<file path="config.mk">
export PLATFORM = sky130hd
export DESIGN_NAME = uds_regs
export DESIGN_NICKNAME = d
export VERILOG_FILES = /design/src/rtl/uds_pkg.sv /design/src/rtl/uds_fifo.sv /design/src/rtl/uds_regs.sv
export SDC_FILE = /design/constraint.sdc
export NUM_CORES = 1
export LEC_CHECK = 0
export BUFFER_PORTS_ARGS = -buffer_cell sky130_fd_sc_hd__buf_4
export CORE_MARGIN = 4
export CORE_UTILIZATION = 49
export DETAILED_ROUTE_END_ITERATION = 8
export GPL_ROUTABILITY_DRIVEN = 0
export PLACE_DENSITY = 0.7
export SYNTH_ARGS = -nofsm -noshare
export SYNTH_HDL_FRONTEND = slang
export SYNTH_SLANG_ARGS = --single-unit
export TNS_END_PERCENT = 5
</file>
<file path="constraint.sdc">
create_clock -name clock -period 3.5 [get_ports clock]
set_clock_uncertainty 0.2 [all_clocks]
set_input_delay 0 -clock clock [delete_from_list [all_inputs] [get_ports clock]]
set_output_delay 0 -clock clock [all_outputs]
set_load 0.02 [all_outputs]
</file>
<file path="src/rtl/uds_pkg.sv">
// Constants shared by the UART data and status register block.
// Assumes a 32-bit register bus with word-aligned byte offsets.
package uds_pkg;
   // Register byte offsets
   localparam logic [11:0] UDS_OFF_CHAR_PORT = 12'h000;
   localparam logic [11:0] UDS_OFF_LINE_STATE = 12'h004;
   localparam logic [11:0] UDS_OFF_LINE_SETUP = 12'h008;
   localparam logic [11:0] UDS_OFF_BAUD_DIVIDER = 12'h00C;
   localparam logic [11:0] UDS_OFF_QUEUE_INSPECT = 12'h010;
   // Character field of the data register
   localparam int UDS_CHAR_LSB = 0;
   localparam int UDS_CHAR_W = 8;
   // Status field positions
   localparam int UDS_ST_RX_FILL_LSB = 26;
   localparam int UDS_ST_TX_FILL_LSB = 20;
   localparam int UDS_FILL_W = 6;
   localparam int UDS_ST_RX_FULL = 10;
   localparam int UDS_ST_TX_FULL = 9;
   localparam int UDS_ST_RX_HALF = 8;
   localparam int UDS_ST_TX_BELOW_HALF = 7;
   localparam int UDS_ST_FRAMING = 6;
   localparam int UDS_ST_PARITY = 5;
   localparam int UDS_ST_CHAR_LOST = 4;
   localparam int UDS_ST_NULL_FRAME = 3;
   localparam int UDS_ST_TX_EMPTY = 2;
   localparam int UDS_ST_SHIFT_IDLE = 1;
   localparam int UDS_ST_RX_READY = 0;
   // Queue depth and reset values
   localparam int UDS_FIFO_DEPTH = 8;
   localparam logic [31:0] UDS_RST_CHAR_PORT = 32'h0000_0000;
   localparam logic [31:0] UDS_RST_LINE_SETUP = 32'h0000_0000;
   localparam logic [31:0] UDS_RST_BAUD_DIVIDER = 32'h0000_0000;
   localparam logic [31:0] UDS_RST_QUEUE_INSPECT = 32'h0000_0000;
   localparam logic UDS_RST_SHIFT_IDLE = 1'b1;
endpackage

</file>
<file path="src/rtl/uds_fifo.sv">
// Byte queue used for both the transmit and receive directions.
// Ignores a push when full and a pop when empty.
`timescale 1ns/1ns
`default_nettype none
module uds_fifo
   import uds_pkg::*;
#(
   parameter int WIDTH = UDS_CHAR_W,
   parameter int DEPTH = UDS_FIFO_DEPTH,
   parameter int CNT_W = $clog2(DEPTH + 1)
) (
   // Clock and reset
   input wire logic clock,
   input wire logic rst_b,
   // Fill side
   input wire logic push,
   input wire logic [WIDTH-1:0] push_data,
   // Drain side
   input wire logic pop,
   output logic [WIDTH-1:0] head_data,
   // Level
   output logic [CNT_W-1:0] count,
   output logic full,
   output logic empty
);
   localparam int PTR_W = (DEPTH > 1) ? $clog2(DEPTH) : 1;

   typedef struct packed {
      logic [DEPTH-1:0][WIDTH-1:0] mem;
      logic [PTR_W-1:0] rd_ptr;
      logic [PTR_W-1:0] wr_ptr;
      logic [CNT_W-1:0] cnt;
   } uds_fifo_state_t;

   uds_fifo_state_t st_ff;
   uds_fifo_state_t nxt_st;
   logic do_push;
   logic do_pop;

   // Guard the pointers so a stray strobe cannot corrupt the queue
   assign do_push = push && (st_ff.cnt != CNT_W'(DEPTH));
   assign do_pop = pop && (st_ff.cnt != '0);

   // Pointer, count and storage update
   always_comb begin
      nxt_st = st_ff;
      if (do_push) begin
         nxt_st.mem[st_ff.wr_ptr] = push_data;
         nxt_st.wr_ptr = (st_ff.wr_ptr == PTR_W'(DEPTH - 1)) ? '0 : st_ff.wr_ptr + 1'b1;
      end
      if (do_pop) begin
         nxt_st.rd_ptr = (st_ff.rd_ptr == PTR_W'(DEPTH - 1)) ? '0 : st_ff.rd_ptr + 1'b1;
      end
      if (do_push && !do_pop) begin
         nxt_st.cnt = st_ff.cnt + 1'b1;
      end else if (do_pop && !do_push) begin
         nxt_st.cnt = st_ff.cnt - 1'b1;
      end
   end

   // State register
   always_ff @(posedge clock or negedge rst_b) begin
      if (!rst_b) begin
         st_ff <= '0;
      end else begin
         st_ff <= nxt_st;
      end
   end

   assign head_data = st_ff.mem[st_ff.rd_ptr];
   assign count = st_ff.cnt;
   assign full = (st_ff.cnt == CNT_W'(DEPTH));
   assign empty = (st_ff.cnt == '0);
endmodule
`default_nettype wire

</file>
<file path="src/rtl/uds_regs.sv">
// UART data and status register block with its two byte queues.
// Assumes an APB master on the register side and a framing engine on
// the line side that strobes received characters and asks for the next
// character to send.
`timescale 1ns/1ns
`default_nettype none

module uds_regs
   import uds_pkg::*;
#(
   parameter int DEPTH = UDS_FIFO_DEPTH
) (
   // Clock and reset
   input wire logic clock,
   input wire logic rst_b,
   // APB slave
   input wire logic psel,
   input wire logic penable,
   input wire logic pwrite,
   input wire logic [11:0] paddr,
   input wire logic [31:0] pwdata,
   output logic [31:0] prdata,
   output logic pready,
   output logic pslverr,
   // Receive side of the framing engine
   input wire logic rx_char_valid,
   input wire logic [7:0] rx_char,
   input wire logic rx_frame_err,
   input wire logic rx_parity_err,
   input wire logic rx_break,
   input wire logic rx_shift_overrun,
   // Transmit side of the framing engine
   input wire logic tx_take,
   input wire logic tx_shift_busy,
   output logic [7:0] tx_char,
   output logic tx_char_valid,
   output logic tx_pending,
   // Configuration words for the engine and scaler
   output logic [31:0] line_setup,
   output logic [31:0] baud_divider,
   output logic [31:0] queue_inspect
);
   localparam int CNT_W = $clog2(DEPTH + 1);

   // Queue depth must fit the six-bit fill fields and split into halves
   if (DEPTH < 2 || DEPTH > 63 || (DEPTH % 2) != 0) begin : g_bad_depth
      $error("uds_regs: DEPTH must be even and within 2..63");
   end

   typedef struct packed {
      logic [31:0] rdata;
      logic ready;
      logic slverr;
      logic rd_had_char;
      logic framing_error;
      logic parity_error;
      logic char_lost_flag;
      logic null_frame_seen;
      logic [31:0] line_setup;
      logic [31:0] baud_divider;
      logic [31:0] queue_inspect;
      logic [7:0] tx_char;
      logic tx_char_valid;
      logic tx_pending;
      logic tx_shift_idle;
   } uds_regs_state_t;

   uds_regs_state_t st_ff;
   uds_regs_state_t nxt_st;

   // Queue wiring
   logic rx_push;
   logic rx_pop;
   logic [7:0] rx_head;
   logic [CNT_W-1:0] rx_cnt;
   logic rx_full;
   logic rx_empty;
   logic tx_push;
   logic tx_pop;
   logic [7:0] tx_head;
   logic [CNT_W-1:0] tx_cnt;
   logic tx_full;
   logic tx_empty;

   // Bus phase decode
   logic setup_ph;
   logic access_done;
   logic sel_char;
   logic sel_state;
   logic sel_setup;
   logic sel_baud;
   logic sel_inspect;
   logic mapped;
   logic rx_bad;
   logic [31:0] status_word;
   logic [UDS_FILL_W-1:0] rx_fill_level;
   logic [UDS_FILL_W-1:0] tx_fill_level;

   assign setup_ph = psel && !penable;
   assign access_done = psel && penable && st_ff.ready;
   // Word decode; the low address bits must be zero for a hit
   assign sel_char = (paddr == UDS_OFF_CHAR_PORT);
   assign sel_state = (paddr == UDS_OFF_LINE_STATE);
   assign sel_setup = (paddr == UDS_OFF_LINE_SETUP);
   assign sel_baud = (paddr == UDS_OFF_BAUD_DIVIDER);
   assign sel_inspect = (paddr == UDS_OFF_QUEUE_INSPECT);
   assign mapped = sel_char || sel_state || sel_setup || sel_baud || sel_inspect;

   // A framing, parity or break report keeps the frame out of the receive queue; an overrun does not
   assign rx_bad = rx_frame_err || rx_parity_err || rx_break;
   assign rx_push = rx_char_valid && !rx_bad && !rx_full;
   // Pop only a byte that was really captured in the setup phase
   assign rx_pop = access_done && !pwrite && sel_char && st_ff.rd_had_char;
   // A write into a full queue is dropped rather than overwriting
   assign tx_push = access_done && pwrite && sel_char && !tx_full;
   assign tx_pop = tx_take && !tx_empty;

   // Fill counts zero-extended into the six-bit fields
   assign rx_fill_level = UDS_FILL_W'(rx_cnt);
   assign tx_fill_level = UDS_FILL_W'(tx_cnt);

   // Status word; everything not listed reads zero
   always_comb begin
      status_word = 32'h0000_0000;
      status_word[UDS_ST_RX_FILL_LSB +: UDS_FILL_W] = rx_fill_level;
      status_word[UDS_ST_TX_FILL_LSB +: UDS_FILL_W] = tx_fill_level;
      status_word[UDS_ST_RX_FULL] = rx_full;
      status_word[UDS_ST_TX_FULL] = tx_full;
      status_word[UDS_ST_RX_HALF] = (rx_cnt >= CNT_W'(DEPTH / 2));
      status_word[UDS_ST_TX_BELOW_HALF] = (tx_cnt < CNT_W'(DEPTH / 2));
      status_word[UDS_ST_FRAMING] = st_ff.framing_error;
      status_word[UDS_ST_PARITY] = st_ff.parity_error;
      status_word[UDS_ST_CHAR_LOST] = st_ff.char_lost_flag;
      status_word[UDS_ST_NULL_FRAME] = st_ff.null_frame_seen;
      status_word[UDS_ST_TX_EMPTY] = tx_empty;
      status_word[UDS_ST_SHIFT_IDLE] = st_ff.tx_shift_idle;
      status_word[UDS_ST_RX_READY] = !rx_empty;
   end

   // Next state of the register file and the engine handshake
   always_comb begin
      nxt_st = st_ff;
      // Read data is captured in setup so prdata comes from a flop
      nxt_st.ready = setup_ph;
      nxt_st.slverr = setup_ph && !mapped;
      nxt_st.rd_had_char = 1'b0;
      if (setup_ph) begin
         nxt_st.rdata = 32'h0000_0000;
         if (!pwrite) begin
            if (sel_char) begin
               // Upper bits stay zero
               nxt_st.rdata[UDS_CHAR_LSB +: UDS_CHAR_W] = rx_empty ? 8'h00 : rx_head;
               nxt_st.rd_had_char = !rx_empty;
            end else if (sel_state) begin
               nxt_st.rdata = status_word;
            end else if (sel_setup) begin
               nxt_st.rdata = st_ff.line_setup;
            end else if (sel_baud) begin
               nxt_st.rdata = st_ff.baud_divider;
            end else if (sel_inspect) begin
               nxt_st.rdata = st_ff.queue_inspect;
            end
         end
      end
      // Software clears a flag by writing zero to it
      if (access_done && pwrite && sel_state) begin
         nxt_st.framing_error = st_ff.framing_error & pwdata[UDS_ST_FRAMING];
         nxt_st.parity_error = st_ff.parity_error & pwdata[UDS_ST_PARITY];
         nxt_st.char_lost_flag = st_ff.char_lost_flag & pwdata[UDS_ST_CHAR_LOST];
         nxt_st.null_frame_seen = st_ff.null_frame_seen & pwdata[UDS_ST_NULL_FRAME];
      end
      // New errors are OR'ed in afterwards so a set beats a clear
      if (rx_char_valid) begin
         nxt_st.framing_error = nxt_st.framing_error | rx_frame_err;
         nxt_st.parity_error = nxt_st.parity_error | rx_parity_err;
         nxt_st.null_frame_seen = nxt_st.null_frame_seen | rx_break;
         if (!rx_bad && rx_full) begin
            nxt_st.char_lost_flag = 1'b1;
         end
      end
      if (rx_shift_overrun) begin
         nxt_st.char_lost_flag = 1'b1;
      end
      // Plain storage words for the engine and scaler
      if (access_done && pwrite) begin
         if (sel_setup) begin
            nxt_st.line_setup = pwdata;
         end
         if (sel_baud) begin
            nxt_st.baud_divider = pwdata;
         end
         if (sel_inspect) begin
            nxt_st.queue_inspect = pwdata;
         end
      end
      // Hand the oldest queued character to the engine one cycle after asking
      nxt_st.tx_char_valid = tx_pop;
      if (tx_pop) begin
         nxt_st.tx_char = tx_head;
      end
      // Pending follows the queue after this cycle's push and pop
      nxt_st.tx_pending = !(tx_empty && !tx_push) && !(tx_cnt == CNT_W'(1) && tx_pop && !tx_push);
      nxt_st.tx_shift_idle = !tx_shift_busy;
   end

   // State register
   always_ff @(posedge clock or negedge rst_b) begin
      if (!rst_b) begin
         st_ff <= '0;
         st_ff.line_setup <= UDS_RST_LINE_SETUP;
         st_ff.baud_divider <= UDS_RST_BAUD_DIVIDER;
         st_ff.queue_inspect <= UDS_RST_QUEUE_INSPECT;
         st_ff.tx_shift_idle <= UDS_RST_SHIFT_IDLE;
      end else begin
         st_ff <= nxt_st;
      end
   end

   // Receive queue, eight entries by default
   uds_fifo #(
      .WIDTH(UDS_CHAR_W),
      .DEPTH(DEPTH),
      .CNT_W(CNT_W)
   ) u_rx_fifo (
      .clock(clock),
      .rst_b(rst_b),
      .push(rx_push),
      .push_data(rx_char),
      .pop(rx_pop),
      .head_data(rx_head),
      .count(rx_cnt),
      .full(rx_full),
      .empty(rx_empty)
   );

   // Transmit queue, eight entries by default
   uds_fifo #(
      .WIDTH(UDS_CHAR_W),
      .DEPTH(DEPTH),
      .CNT_W(CNT_W)
   ) u_tx_fifo (
      .clock(clock),
      .rst_b(rst_b),
      .push(tx_push),
      .push_data(pwdata[UDS_CHAR_LSB +: UDS_CHAR_W]),
      .pop(tx_pop),
      .head_data(tx_head),
      .count(tx_cnt),
      .full(tx_full),
      .empty(tx_empty)
   );

   // Outputs straight from the state register
   assign prdata = st_ff.rdata;
   assign pready = st_ff.ready;
   assign pslverr = st_ff.slverr;
   assign tx_char = st_ff.tx_char;
   assign tx_char_valid = st_ff.tx_char_valid;
   assign tx_pending = st_ff.tx_pending;
   assign line_setup = st_ff.line_setup;
   assign baud_divider = st_ff.baud_divider;
   assign queue_inspect = st_ff.queue_inspect;

   // Checks on the read and write paths, the queue levels and the flags
   property p_unmapped_err;
      @(posedge clock) disable iff (!rst_b)
      (setup_ph && !mapped) |=> (pready && pslverr && prdata == 32'h0000_0000);
   endproperty
   a_unmapped_err: assert property (p_unmapped_err) else $error("unmapped access not flagged");

   property p_char_read;
      @(posedge clock) disable iff (!rst_b)
      (setup_ph && !pwrite && sel_char && !rx_empty && penable == 1'b0)
         |=> (prdata == {24'h000000, $past(rx_head)}) ##1 (rx_cnt == $past(rx_cnt) - CNT_W'(1) + CNT_W'($past(rx_push)));
   endproperty
   a_char_read: assert property (p_char_read) else $error("data read did not return and pop head");

   property p_char_write;
      @(posedge clock) disable iff (!rst_b)
      (tx_push && !tx_pop) |=> (tx_cnt == $past(tx_cnt) + CNT_W'(1));
   endproperty
   a_char_write: assert property (p_char_write) else $error("data write did not enter queue");

   property p_rx_level;
      @(posedge clock) disable iff (!rst_b)
      (setup_ph && !pwrite && sel_state) |=> (prdata[31:26] == UDS_FILL_W'($past(rx_cnt))
         && prdata[25:20] == UDS_FILL_W'($past(tx_cnt)));
   endproperty
   a_rx_level: assert property (p_rx_level) else $error("fill levels misreported");

   property p_depth;
      @(posedge clock) disable iff (!rst_b)
      (rx_cnt <= CNT_W'(DEPTH)) && (tx_cnt <= CNT_W'(DEPTH));
   endproperty
   a_depth: assert property (p_depth) else $error("queue exceeds depth");

   property p_full_bits;
      @(posedge clock) disable iff (!rst_b)
      (setup_ph && !pwrite && sel_state) |=> (prdata[10] == ($past(rx_cnt) == CNT_W'(DEPTH))
         && prdata[9] == ($past(tx_cnt) == CNT_W'(DEPTH)) && prdata[2] == ($past(tx_cnt) == '0)
         && prdata[0] == ($past(rx_cnt) != '0));
   endproperty
   a_full_bits: assert property (p_full_bits) else $error("full or empty bits wrong");

   property p_half_bits;
      @(posedge clock) disable iff (!rst_b)
      (setup_ph && !pwrite && sel_state) |=> (prdata[8] == ($past(rx_cnt) >= CNT_W'(DEPTH / 2))
         && prdata[7] == ($past(tx_cnt) < CNT_W'(DEPTH / 2)) && prdata[19:11] == 9'h000);
   endproperty
   a_half_bits: assert property (p_half_bits) else $error("half bits wrong");

   property p_err_set;
      @(posedge clock) disable iff (!rst_b)
      (rx_char_valid && rx_frame_err) |=> st_ff.framing_error [*2];
   endproperty
   a_err_set: assert property (p_err_set) else $error("framing flag not held");

   property p_err_no_push;
      @(posedge clock) disable iff (!rst_b)
      (rx_char_valid && (rx_parity_err || rx_break)) |-> !rx_push ##1 (st_ff.parity_error || st_ff.null_frame_seen);
   endproperty
   a_err_no_push: assert property (p_err_no_push) else $error("bad frame queued");

   property p_lost;
      @(posedge clock) disable iff (!rst_b)
      (rx_char_valid && !rx_bad && rx_full) |=> st_ff.char_lost_flag;
   endproperty
   a_lost: assert property (p_lost) else $error("lost character not flagged");

   property p_idle;
      @(posedge clock) disable iff (!rst_b)
      tx_shift_busy |=> !st_ff.tx_shift_idle;
   endproperty
   a_idle: assert property (p_idle) else $error("shift idle wrong");
endmodule
`default_nettype wire

</file>
==> impl_metrics.py <==
metrics = {
    "sta": {
        "fin_crit_ns": 3.31,
        "max_slew_margin_pct": 41.6,
        "rsz0062_at_grt": "false",
        "fin_setup_tns_ns": 0,
        "report.final.slew_viol_count": 0,
        "setup_viol_count_final": 0,
        "hold_viol_final": 0,
        "worst_pin_slew_ns": 0.877,
        "timing.fmax_ghz": 0.302,
        "fin_crit_sh_pct": 94.7,
    },
    "logic_synthesis": {
        "syn-num-nets": 1207,
        "ys_warn_count": 0,
        "ys_async_sr_fraction_pct": 100,
        "ys_types": 58,
        "yosys.cell_count.top_type": "dfrtp_1",
        "yosysTopAreaCell": "dfrtp_1",
        "syn_inst": 1127,
        "syn-cell-area_sq_mm": 0.0145,
        "synth-seq-cells": 294,
        "seq_area_frac_synth_pct": 50.7,
        "synth-edff-count": 0,
        "avgSynthCellArea_sq_um": 12.9,
        "synth_common_cells": "293 x dfrtp_1, 237 x mux2_2, 136 x buf_4",
        "ys_dominant_reg_cell": "dfrtp_1",
        "yosys.area.top_type_share_pct": 50.5,
        "ys_top_cells_by_area": "dfrtp_1 51%, mux2_2 18%, buf_4 7.0%, mux4_2 5.0%, clkbuf_1 1.4%",
    },
    "power_and_ir_drop": {
        "clkPwrFrac_pct": 38.8,
        "power_mw": 8.56,
        "p_leak_nw": 8.52,
        "internal_power_mw": 6.40,
        "power_frac_comb_pct": 14.4,
        "p_per_area_mw_per_mm2": 491,
        "ir_drop_mv": 0.439,
        "switching_share_pct": 25.2,
        "power_frac_seq_pct": 46.9,
        "power.switching_mw": 2.16,
    },
    "job": {
        "maxCapViolCount": 0,
    },
    "critical_path": {
        "path_buf_inv": 4,
        "crit_fanout": 4,
        "crit_type": "in2reg",
        "required_ns": 3.77,
        "max_stage_delay_ns": 0.64,
        "crit_path_top_delay_cell": "dlygate4sd3_1",
        "cpLargestDelayFamily": "buffers and inverters",
        "cp.arrival_ns": 3.59,
        "cp-startpoint": "paddr[4]",
        "worstReg2RegStart": "u_rx_fifo.count[0]$_DFFE_PN0P_",
        "cp-end-kind": "register",
        "crit_chain": "dlygate4sd3_1 -> buf_4 -> nor4_2 -> dlygate4sd3_1 -> nand3_1 -> or4_1 -> ha_1 -> inv_1 -> ha_1 -> a21o_1 -> a21oi_1 -> mux2i_1 -> xnor2_1",
        "worst_setup_path_start_kind": "primary input",
    },
    "final_layout": {
        "area_delta_synth_final_pct": 20.2,
        "drive_gt1_share_pct": 45.2,
        "nNetsFinal": 1358,
        "fin_util_pct": 60.3,
        "antennaDiodeCount": 0,
    },
    "detailed_routing": {
        "route.detailed.drc": 0,
        "final_antenna_net_count": 0,
        "wl_per_cell_um": 21.8,
        "dr_total_vias": 9646,
        "viasPerCell": 5.72,
        "drt_iter0_drc": 520,
        "wl_mm": 36.8,
        "drtPass1Iterations": 5,
    },
    "die": {
        "die_x_um": 180,
        "core_sq_mm": 0.0289,
        "die_h_um": 180,
        "start_util_pct": 50.2,
        "io_pins": 204,
        "dieArea_sq_mm": 0.0324,
        "rows": 62,
    },
    "clock_tree": {
        "clkSinkCount": 294,
        "clkTransAtPathRegs_ns": 0.06,
        "cts_hold_buf": 79,
        "cts_buffers": 31,
        "clk-insertion-delay-late_ns": 0.55,
        "h-tree-depth": 1,
        "post_cts_buffers": 0,
        "cts_resized": 0,
        "cts_tree": "yes",
        "cts_buffer_depth": 3,
        "root_buffer": "clkbuf_16",
    },
    "placement": {
        "hpwl_mm": 24.7,
        "io_buffers": 203,
    },
    "status": {
        "status": "finished clean",
    },
    "global_routing": {
        "track_usage_pct": 22.3,
        "antenna_found_initial": 0,
        "grt_pass1_wl_mm": 58.3,
        "first_global_vias": 10121,
        "grt.overflow.total": 0,
        "grt_max_degree": 111,
    },
    "hold_path": {
        "hp-start": "pwdata[19]",
        "hp-class": "in2reg",
    },
}
==> layout by cell type, fill, tap and decap left out, types with 4 or more instances in the layout <==
| cell type | count |
|---|---|
| dfrtp_1 | 293 |
| buf_4 | 241 |
| mux2_2 | 237 |
| dlygate4sd3_1 | 79 |
| nand2_1 | 42 |
| o21ai_0 | 36 |
| mux4_2 | 32 |
| a21oi_1 | 31 |
| clkbuf_16 | 31 |
| nor2_1 | 26 |
| a22o_1 | 21 |
| o2bb2ai_1 | 20 |
| nand3_1 | 17 |
| ha_1 | 15 |
| a21o_1 | 13 |
| inv_1 | 10 |
| nand3b_1 | 10 |
| mux2i_1 | 10 |
| clkbuf_1 | 9 |
| or4_1 | 8 |
| a221o_1 | 8 |
| clkbuf_8 | 8 |
| o31ai_1 | 7 |
| clkinv_2 | 6 |
| nor4_1 | 5 |
| nand2b_1 | 5 |
| xnor2_1 | 5 |
| nand4_1 | 4 |
| nor4b_2 | 4 |
| a31o_2 | 4 |
| a221oi_1 | 4 |
| and3_1 | 4 |
| a31oi_1 | 4 |
==> power groups by stage <==
stage / logic, mW / clock network (mW) / registers, mW
global route: 1.36 / 3.55 / 4.05
floorplan: 0.899 / 0 / 3.90
finish: 1.23 / 3.32 / 4.01
detailed placement: 1.18 / 0 / 4.07
global placement: 1.15 / 0 / 4.04
CTS: 1.24 / 3.39 / 4.00
==> layer usage <==
layer / share of wire, % / vias up / global-route usage, % / wire [um]
met2: 47 / 327 / 35.9 / 17400
li1: - / 4280 / - / -
met5: 0 / - / 0 / 0
met3: 5.8 / 70 / 3.96 / 2140
met4: 3.0 / 0 / 6.59 / 1120
met1: 44 / 4969 / 31.3 / 16200
==> registers in the layout, indices dropped and copies added, names as in the netlist, 6 cells and up <==
register	flops
line_setup	32
st_ff	6
tx_char	8
u_tx_fifo.st_ff	70
u_rx_fifo.st_ff	70
queue_inspect	32
baud_divider	32
prdata	32
==> tightest hold or removal path: stages <==
cell and delay (ns):
dlygate4sd3_1 0.52, buf_4 0.11, mux2_1 0.11
==> logic make-up after synthesis <==
kind of cell    share of synthesized area, %
compound gates                          7.71
xor+xnor                               0.422
fa+ha+maj                               1.43
buf+inv                                 9.20
flops                                   50.7
mux                                     24.3
simple gates                            6.26
==> area by class of cell <==
type                            count  area (sq um)
Fill cell                        2262         11500
Sequential cell                   294          7360
Multi-Input combinational cell    616          5840
Timing Repair Buffer              324          2680
Clock buffer                       48           920
Tap cell                          384           480
Clock inverter                     10           129
Inverter                           11          41.3
==> path summary, 6_finish.rpt <==
path                                                         to  slack (ns)  cells after the start
worst max-delay path             u_rx_fifo.count[3]$_DFFE_PN0P_        0.19                     13
worst min-delay path              queue_inspect[19]$_DFFE_PN0P_        0.03                      3
worst max register to register   u_rx_fifo.count[3]$_DFFE_PN0P_        0.37                     10
worst min register to register           tx_char[2]$_DFFE_PN0P_        0.29                      2
max in group asynchronous       u_rx_fifo.st_ff[49]$_DFFE_PN0P_        1.57                      4
min in group asynchronous               tx_char_valid$_DFF_PN0_        0.46                      3
==> stage by stage <==
stage                     area [sq um]  worst slack, ns  std cells  hold slack (ns)
after global placement           15600            0.479       1550          -0.0781
after CTS                        17400            0.236       1687           0.0175
after floorplan                  14500            0.598       1127           -0.496
final                            17400            0.187       1687           0.0295
after global routing             17400           0.0456       1687           0.0112
after detailed placement         15600            0.373       1550          -0.0825
(Power assumes the default switching activity.)
